**src/fsk_pkg.sv**
```systemverilog
// package for the flash security key and margin command sequencer
// assumes a 32-bit avalon-mm slave with word addressing on byte addresses
package fsk_pkg;
  // byte offsets of the register map
  localparam logic [5:0] OFS_SECURITY   = 6'h00;
  localparam logic [5:0] OFS_STATUS     = 6'h04;
  localparam logic [5:0] OFS_PARAM_IDX  = 6'h08;
  localparam logic [5:0] OFS_PARAM_WORD = 6'h0C;
  localparam logic [5:0] OFS_IRQ_STAT   = 6'h10;
  localparam logic [5:0] OFS_IRQ_MASK   = 6'h14;
  localparam logic [5:0] OFS_MARGIN     = 6'h18;
  // field positions
  localparam int COMMAND_COMPLETE_FLAG_BIT   = 7;
  localparam int ACCESS_ERROR_FLAG_BIT = 5;
  localparam int UNSEC_BIT  = 0;
  // decoded patterns
  localparam logic [1:0] KEY_ENABLED  = 2'h2;
  localparam logic [1:0] SEC_UNSECURE = 2'h2;
  // commands and launch index values
  localparam logic [7:0] CMD_VERIFY_KEY = 8'h0C;
  localparam logic [7:0] CMD_SET_MARGIN = 8'h0D;
  localparam logic [2:0] IDX_VERIFY_KEY = 3'h4;
  localparam logic [2:0] IDX_SET_MARGIN = 3'h2;
  // default block address of the eeprom, upper byte
  localparam logic [7:0] EEPROM_ADDR_HI = 8'h10;
  localparam int         CMD_CYCLES     = 4;
  typedef enum logic [1:0] {
    ST_IDLE  = 2'b00,
    ST_CHECK = 2'b01,
    ST_EXEC  = 2'b11,
    ST_DONE  = 2'b10
  } fsk_state_e;
  typedef struct packed {
    logic [1:0] backdoorEnable;
    logic [3:0] reservedNv;
    logic [1:0] securityState;
  } fsk_secbyte_s;
  typedef struct packed {
    logic [1:0] irqStat;
    logic [1:0] irqMask;
  } fsk_irq_s;
endpackage

```
**src/fsk_flash_cmd.sv**
```systemverilog
// command sequencer: security decode, backdoor key verify, set user margin level
// assumes the nonvolatile security byte and stored keys are stable inputs on clk
//
// The register addresses and the Avalon-MM slave port are this design's own decisions.
`timescale 1ns/1ps
module fsk_flash_cmd
  import fsk_pkg::*;
#(
  parameter int KEY_WORDS = 4
) (
  input  wire logic                   clk,
  input  wire logic                   arst_n,
  input  wire logic [5:0]             avsAddress,
  input  wire logic                   avsRead,
  input  wire logic                   avsWrite,
  input  wire logic [31:0]            avsWriteData,
  input  wire logic [3:0]             avsByteEnable,
  output logic [31:0]                 avsReadData,
  output logic                        avsWaitRequest,
  input  wire fsk_secbyte_s           nvSecurityByte,
  input  wire logic [KEY_WORDS*16-1:0] storedKey,
  output logic [15:0]                 pflashMarginLevel,
  output logic [15:0]                 eepromMarginLevel,
  output logic                        irq
);
  initial begin
    if (KEY_WORDS < 1 || KEY_WORDS > 7) begin
      $error("KEY_WORDS must be 1 to 7");
    end
  end

  typedef struct packed {
    fsk_state_e state;
    logic       command_complete_flag;
    logic       access_error_flag;
    logic       unlocked;
    logic       lockout;
    logic [2:0] paramIdx;
    logic [7:0][15:0] words;
    logic [15:0] pfMargin;
    logic [15:0] eeMargin;
    fsk_irq_s   irqRegs;
    logic [2:0] cnt;
    logic        rdAck;
    logic [31:0] rdData;
  } fsk_regs_s;

  fsk_regs_s r_q;
  fsk_regs_s r_d;
  logic      keyEnabled;
  logic      keyMatch;
  logic [1:0] secShown;
  logic [31:0] rdMux;
  logic       acc;

  assign keyEnabled = (nvSecurityByte.backdoorEnable == KEY_ENABLED);
  // unlock overrides the nonvolatile pattern
  assign secShown = r_q.unlocked ? SEC_UNSECURE : nvSecurityByte.securityState;

  always_comb begin
    keyMatch = 1'b1;
    for (int i = 0; i < KEY_WORDS; i++) begin
      if (r_q.words[i+1] != storedKey[i*16 +: 16]) begin
        keyMatch = 1'b0;
      end
    end
  end

  always_comb begin
    rdMux = 32'h0000_0000;
    unique case (avsAddress)
      OFS_SECURITY: rdMux = {22'h0, (secShown == SEC_UNSECURE), 1'b0, nvSecurityByte.backdoorEnable,
                             nvSecurityByte.reservedNv, secShown};
      OFS_STATUS:   rdMux = {24'h0, r_q.command_complete_flag, 1'b0, r_q.access_error_flag, 5'h0};
      OFS_PARAM_IDX: rdMux = {29'h0, r_q.paramIdx};
      OFS_PARAM_WORD: rdMux = {16'h0, r_q.words[r_q.paramIdx]};
      OFS_IRQ_STAT: rdMux = {30'h0, r_q.irqRegs.irqStat};
      OFS_IRQ_MASK: rdMux = {30'h0, r_q.irqRegs.irqMask};
      OFS_MARGIN:   rdMux = {r_q.eeMargin, r_q.pfMargin};
      default:      rdMux = 32'h0000_0000;
    endcase
  end

  // one wait cycle on reads so data comes from a flop; writes complete at once
  assign avsWaitRequest = avsRead & ~r_q.rdAck;
  assign acc = avsWrite & avsByteEnable[0];

  always_comb begin
    r_d = r_q;
    r_d.rdAck = avsRead & ~r_q.rdAck;
    if (avsRead & ~r_q.rdAck) begin
      r_d.rdData = rdMux;
    end
    if (acc) begin
      unique case (avsAddress)
        OFS_STATUS: begin
          if (avsWriteData[ACCESS_ERROR_FLAG_BIT]) begin
            r_d.access_error_flag = 1'b0;
          end
          // writing one to the complete flag clears it and launches
          if (avsWriteData[COMMAND_COMPLETE_FLAG_BIT] && r_q.command_complete_flag) begin
            r_d.command_complete_flag  = 1'b0;
            r_d.state = ST_CHECK;
          end
        end
        OFS_PARAM_IDX: if (r_q.command_complete_flag) r_d.paramIdx = avsWriteData[2:0];
        OFS_PARAM_WORD: if (r_q.command_complete_flag && avsByteEnable[1]) begin
          r_d.words[r_q.paramIdx] = avsWriteData[15:0];
        end
        OFS_IRQ_STAT: r_d.irqRegs.irqStat = r_q.irqRegs.irqStat & ~avsWriteData[1:0];
        OFS_IRQ_MASK: r_d.irqRegs.irqMask = avsWriteData[1:0];
        default: ;
      endcase
    end
    unique case (r_q.state)
      ST_IDLE: ;
      ST_CHECK: begin
        r_d.cnt   = 3'(CMD_CYCLES - 1);
        r_d.state = ST_EXEC;
        if (r_q.words[0][15:8] == CMD_VERIFY_KEY) begin
          if (!keyEnabled || r_q.lockout || r_q.paramIdx != IDX_VERIFY_KEY) begin
            r_d.access_error_flag = 1'b1;
            r_d.state  = ST_DONE;
          end
        end else if (r_q.words[0][15:8] == CMD_SET_MARGIN) begin
          if (r_q.paramIdx != IDX_SET_MARGIN) begin
            r_d.access_error_flag = 1'b1;
            r_d.state  = ST_DONE;
          end
        end else begin
          r_d.access_error_flag = 1'b1;
          r_d.state  = ST_DONE;
        end
      end
      ST_EXEC: begin
        r_d.cnt = r_q.cnt - 3'h1;
        if (r_q.cnt == 3'h0) begin
          r_d.state = ST_DONE;
          if (r_q.words[0][15:8] == CMD_VERIFY_KEY) begin
            if (keyMatch) begin
              r_d.unlocked = 1'b1;
            end else begin
              r_d.lockout = 1'b1;
              r_d.access_error_flag  = 1'b1;
            end
          end else begin
            // eeprom target: eeprom only; flash target: both arrays
            if (r_q.words[0][7:0] == EEPROM_ADDR_HI) begin
              r_d.eeMargin = r_q.words[2];
            end else begin
              r_d.pfMargin = r_q.words[2];
              r_d.eeMargin = r_q.words[2];
            end
          end
        end
      end
      ST_DONE: begin
        r_d.command_complete_flag  = 1'b1;
        r_d.state = ST_IDLE;
      end
      default: r_d.state = ST_IDLE;
    endcase
    // sticky events: set wins over a clear in the same cycle
    if (r_q.state == ST_DONE) begin
      r_d.irqRegs.irqStat[0] = 1'b1;
    end
    if (r_d.access_error_flag && !r_q.access_error_flag) begin
      r_d.irqRegs.irqStat[1] = 1'b1;
    end
  end

  always_ff @(posedge clk or negedge arst_n) begin
    if (!arst_n) begin
      r_q          <= '0;
      r_q.state    <= ST_IDLE;
      r_q.command_complete_flag     <= 1'b1;
    end else begin
      r_q <= r_d;
    end
  end

  assign avsReadData       = r_q.rdData;
  assign pflashMarginLevel = r_q.pfMargin;
  assign eepromMarginLevel = r_q.eeMargin;
  assign irq = |(r_q.irqRegs.irqStat & r_q.irqRegs.irqMask);
endmodule

```
**config.mk**
```make
export PLATFORM = sky130hd
export DESIGN_NAME = fsk_flash_cmd
export DESIGN_NICKNAME = d
export VERILOG_FILES = /design/src/fsk_pkg.sv /design/src/fsk_flash_cmd.sv
export SDC_FILE = /design/constraint.sdc
export NUM_CORES = 1
export LEC_CHECK = 0
export ABC_AREA = 0
export BUFFER_PORTS_ARGS = -buffer_cell sky130_fd_sc_hd__buf_2
export CORE_ASPECT_RATIO = 1.4
export CORE_UTILIZATION = 46
export DETAILED_ROUTE_END_ITERATION = 16
export GPL_TIMING_DRIVEN = 0
export PLACE_DENSITY = 0.78
export SYNTH_ARGS = -nofsm -noshare
export SYNTH_HDL_FRONTEND = slang
export SYNTH_SLANG_ARGS = --single-unit
```
**constraint.sdc**
```tcl
create_clock -name clk -period 6.3 [get_ports clk]
set_input_delay 0.63 -clock clk [delete_from_list [all_inputs] [get_ports clk]]
set_output_delay 0.63 -clock clk [all_outputs]
set_load 0.005 [all_outputs]
```
### Word level (Yosys, flattened, before mapping)

Index checks and enable logic that the tools add are counted.

| storage, ports and cells | value |
|---|---|
| bits in latches | 0 |
| bits of input ports | 118 |
| memories | 0 |
| logic and storage cells | 120 |
| ROM bits | 0 |
| RAM bits | 0 |
| register bits after elaboration | 209 |

| cells by class | value |
|---|---|
| eq/ne operators | 20 |
| magnitude comparators | 2 |
| add/sub/neg operators | 1 |
| shift operators | 0 |
| bitwise logic cells | 9 |
| div/mod/pow operators | 0 |
| muxes and demuxes | 38 |
| reduce and logical (&&, ||, !) cells | 28 |
| $mul | 0 |

Operators with widths:

| operator | number |
|---|---|
| $pmux 32 s7 | 1 |
| $bwmux 128 | 1 |
| $ne 16x16->1 | 4 |
| $bmux 16 s3 | 1 |
| $demux 16 s3 | 1 |
| $mux 16 | 2 |
| $eq 6x5->1 const B | 3 |
| $mux 1 | 18 |
| $eq 8x4->1 const B | 2 |
| $reduce_bool 2->1 | 7 |
| $eq 6x4->1 const B | 2 |
| $mux 4 | 3 |
| $reduce_and 3->1 | 4 |
| $reduce_and 4->1 | 3 |
| $mux 2 | 5 |
| $mux 3 | 3 |
| $eq 2x2->1 const B | 4 |
| $eq 8x5->1 const B | 1 |
| $eq 6x3->1 const B | 1 |
| $logic_not 6->1 | 1 |
| $pmux 2 s3 | 1 |
| $pmux 3 s2 | 1 |
| $reduce_and 2->1 | 3 |
| $and 2x2->2 | 2 |
| other kinds (15) | 24 |

### Longest topological paths before layout

| depth | value |
|---|---|
| word-level depth | 12 |
| depth in mapped cells | 8 |
| gate-level depth less buffers | 7 |

### Least setup slack after synthesis

No wires, ideal clock.

| timing | value |
|---|---|
| path kind | in2reg |
| start point | in avsAddress[5] |
| end point | reg r_q[126] (netlist name) |
| stages on the path | 7 |
| slack | 3.680 ns |
| data arrival time | 2.495 ns |
| data required time | 6.175 ns |
| library setup time | 0.125 ns |
| path through | or3_1 > buf_2 > nor3_2 > nand4_1 > nor2_1 > buf_2 > mux2_2 |

| between the ends | value |
|---|---|
| word-level cells in the longest chain between the ends | 2 |

Ends and longest elaborated chain:

| item | line | RTL |
|---|---|---|
| start, declared | fsk_flash_cmd.sv:13 | `input wire logic [5:0] avsAddress,` |
| $eq 6x4->1 | fsk_flash_cmd.sv:95 | `unique case (avsAddress)` |
| $reduce_and 3->1 (no source line) | n/a |  |
| end signal, assigned | fsk_flash_cmd.sv:178 | `r_q <= r_d;` |
| end, declared | fsk_flash_cmd.sv:48 | `fsk_regs_s r_q;` |

Every way passes these cells.
A chain may end at the register's enable or synchronous reset.

### Worst setup path in the final report

| timing | value |
|---|---|
| start point | reg r_q[201] (netlist name) |
| end point | reg r_q[190] (netlist name) |

| between the ends | value |
|---|---|
| word-level cells in the longest chain between the ends | 5 |
| elaborated cells between the ends (all ways) | 6 |
| those cells by class | order compare (2); mux (3); reduce/logical (1) |

Ends and longest elaborated chain:

| item | line | RTL |
|---|---|---|
| $lt 3x4->1 (implied by the code) or $ge 3x1->1 (tied branches) | fsk_flash_cmd.sv:108 | `r_d.words[r_q.paramIdx] = avsWriteData[15:0];` |
| $logic_and 1x1->1 (implied by the code) | fsk_flash_cmd.sv:108 |  |
| $mux 16 (implied by the code) | fsk_flash_cmd.sv:108 |  |
| $demux 16 s3 * | fsk_flash_cmd.sv:108 |  |
| $bwmux 128 * | fsk_flash_cmd.sv:108 |  |

Every way passes the cells marked *; elsewhere a longest branch is shown, timed or not.

==> run summary <==
number of synthesized register bits = 209
remaining global-route overflow = 0
I/O pin total = 184
sequential share of power = 0.492
CTS Hold Bufs = 0
top-count cell post-synth = dfrtp_1
core area = 22,500 sq um
Synth Area in Simple Gates = 0.0754
# DRC = 0
largest fanout on the critical path = 10
Compound-Gate Fraction of Synth Area = 0.0554
Die Width = 130 um
initial antenna violation count = 0
status = finished clean
r2r endpoint = r_q[190]$_DFFE_PN0P_
vias per cell = 5.62
post-synthesis async set-or-reset flop share = 1.00
DP Area = 11,800 sq um
share of the synthesized area in the top cell type = 0.492
RSZ-0062 raised after global routing = false
FF-to-FF setup slack = 2.90 ns
Clock power frac = 0.419
layout cells sized above 1 = 0.455
peak supply drop = 0.000186 V
Die Ht = 182 um
DP HPWL = 22,700 um
Synth Area in XOR/XNOR = 0.0529
total CTS buffers = 20
Worst Clk Skew = 0.00976 ns
initial drt markers = 507
DRT Pass-1 Iters = 5
Vias = 7,631
min cycle time layout = 3.40 ns
initial core utilization = 0.470
Max Clock Freq = 0.294 GHz
Final Worst Setup Slack = 2.90 ns
final total power = 2.81 mW
Synth Area in Adders = 0.00236
final std cells w/o fill = 1,359
row count = 65
clk_lat worst skew = 0.50 ns
CTS max path bufs = 3
EDFF count, synth = 0
final-report hold violation count = 0
Post-synth top cells = dfrtp_1, mux2_2, buf_4
fin util = 0.553
cell count after synthesis = 856
combinational family with the most area after synthesis = multiplexers
# resized after CTS = 0
Layout Nets = 1,163
Worst Hold Class = in -> async
Post-Synthesis Mean Instance Area = 12.4 sq um
largest net degree at the start of global routing = 106
Worst R2R Path Depth = 7
Post-CTS Setup Inserts = 0
synthesized net count = 976
Crit. End Element = flop
Synth area leader = dfrtp_1
placed cells = 1,322
sequential area share after synthesis = 0.494
reg2reg start = r_q[201]$_DFFE_PN0P_
worst slack at placement = 2.84 ns
Max-cap violations = 0
Layout area overhead = 17.7%
# fillers = 1,915
critical path required time = 6.68 ns
logic gate share of total power = 0.089
P_leak = 6.26 nW
first-pass GRT wire length = 45,300 um
clock slew at reported path FFs = 0.06 ns
Max Transition Viols Final = 0
H-tree levels = 1
GRT Resource Usage Total = 0.262
Area contributors post-synth = dfrtp_1, mux2_2, xor2_1, buf_4, mux4_2
Placer Congestion = 0.916
NetSw = 0.672 mW
crit start category = flop
crit path kind = reg -> reg
Die Footprint = 23,600 sq um
post-route cell area = 12,500 sq um
Synth cell types = 56
fin crit share = 0.540
WHS = 0.155 ns
post-detailed-route wirelength per cell = 22.1 um
Setup-failing EPs final = 0
Worst-Margin Slew = 1.20 ns
Total Wirelength = 30,000 um
PwrDens = 225 nW/um^2
TNS Setup = 0 ns
CTS tree = yes
multiplexer area fraction after synthesis = 0.253
post-route ant nets = 0
Worst slew margin = 0.196
Clock Sink Count = 209
Synthesis Warnings = 0
vias in the first global route = 7,855
Main synth FF type = dfrtp_1
Post-Syn Area = 10,600 sq um
number of buffers added on ports = 164
Root Buffer Master = clkbuf_16
P_int = 2.13 mW
Net Sw Frac = 0.240
crit path DAT = 3.78 ns
==> flip-flops by register name, indices dropped and copies added, names as in the netlist <==
signal	count
r_q	145
avsReadData	32
eepromMarginLevel	16
pflashMarginLevel	16
==> per-layer routing <==
layer  track usage  vias to the layer above  part of all wire
met5             0                        -                 0
met4         0.149                        0             0.056
met3        0.0289                       93             0.052
met1         0.308                     3856              0.38
li1              -                     3387                 -
met2         0.456                      295              0.51
==> how the worst max path moves through the flow <==
stage,slack (ns),start,to
CTS,2.93,r_q[201]$_DFFE_PN0P_,r_q[187]$_DFFE_PN0P_
finish,2.90,r_q[201]$_DFFE_PN0P_,r_q[190]$_DFFE_PN0P_
floorplan,3.68,avsAddress[5],r_q[126]$_DFFE_PN0P_
detailed placement,2.84,avsAddress[5],r_q[133]$_DFFE_PN0P_
global placement,1.09,arst_n,r_q[138]$_DFFE_PN0P_
global route,2.80,r_q[201]$_DFFE_PN0P_,r_q[196]$_DFFE_PN0P_
==> power groups by stage <==
| stage | sequential [mW] | combinational, mW | clock (mW) |
|---|---|---|---|
| final | 1.38 | 0.250 | 1.17 |
| after floorplan | 1.40 | 0.122 | 0 |
| after detailed placement | 1.40 | 0.250 | 0 |
| after CTS | 1.38 | 0.252 | 1.19 |
| after global placement | 1.40 | 0.244 | 0 |
| after global routing | 1.38 | 0.271 | 1.24 |
==> final cells by class <==
cell class	instances	area [sq um]	share of cell area
Antenna cell	1	2.50	0.000201
Buffer	108	672	0.0539
Clock buffer	31	613	0.0492
Clock inverter	5	25.0	0.00201
Inverter	9	33.8	0.00271
Multi-Input combinational cell	530	4650	0.373
Sequential cell	209	5230	0.420
Tap cell	301	377	0.0302
Timing Repair Buffer	165	858	0.0689
==> critical path, stage by stage, from the launching register on <==
cell     delay (ns)
dfrtp_1        0.33
buf_2          0.37
buf_2          0.39
buf_1          0.64
nand2_1        0.11
nor2_1         0.70
buf_4          0.36
mux2_2         0.36
==> logic make-up (layout without fill, tap and decap cells) <==
kind of cell / Yosys count / count (layout)
fa+ha+maj: 2 / 2
flops: 209 / 209
other cells: 0 / 1
mux: 218 / 218
simple gates: 157 / 157
xor+xnor: 64 / 64
compound gates: 89 / 89
buf+inv: 117 / 318
==> cells in the final DEF (no fill, tap or decap), types with 5 or more instances in the layout <==
master | synthesis | routed
mux4_2 | 22 | 22
mux2_2 | 178 | 178
nor4_1 | 21 | 21
clkinv_2 | 0 | 5
a21oi_1 | 15 | 15
nand3_1 | 7 | 7
dfrtp_1 | 208 | 208
nand4_1 | 7 | 7
a222oi_1 | 6 | 6
mux2i_1 | 18 | 18
clkbuf_16 | 0 | 21
inv_1 | 9 | 9
xor2_1 | 64 | 64
buf_4 | 66 | 66
nand2b_1 | 10 | 10
o21ai_0 | 33 | 33
buf_2 | 9 | 172
nor2_1 | 22 | 22
nand2_1 | 62 | 62
a22oi_1 | 5 | 5
buf_1 | 5 | 5
clkbuf_8 | 0 | 5
clkbuf_1 | 27 | 32
(Power assumes the default switching activity.)
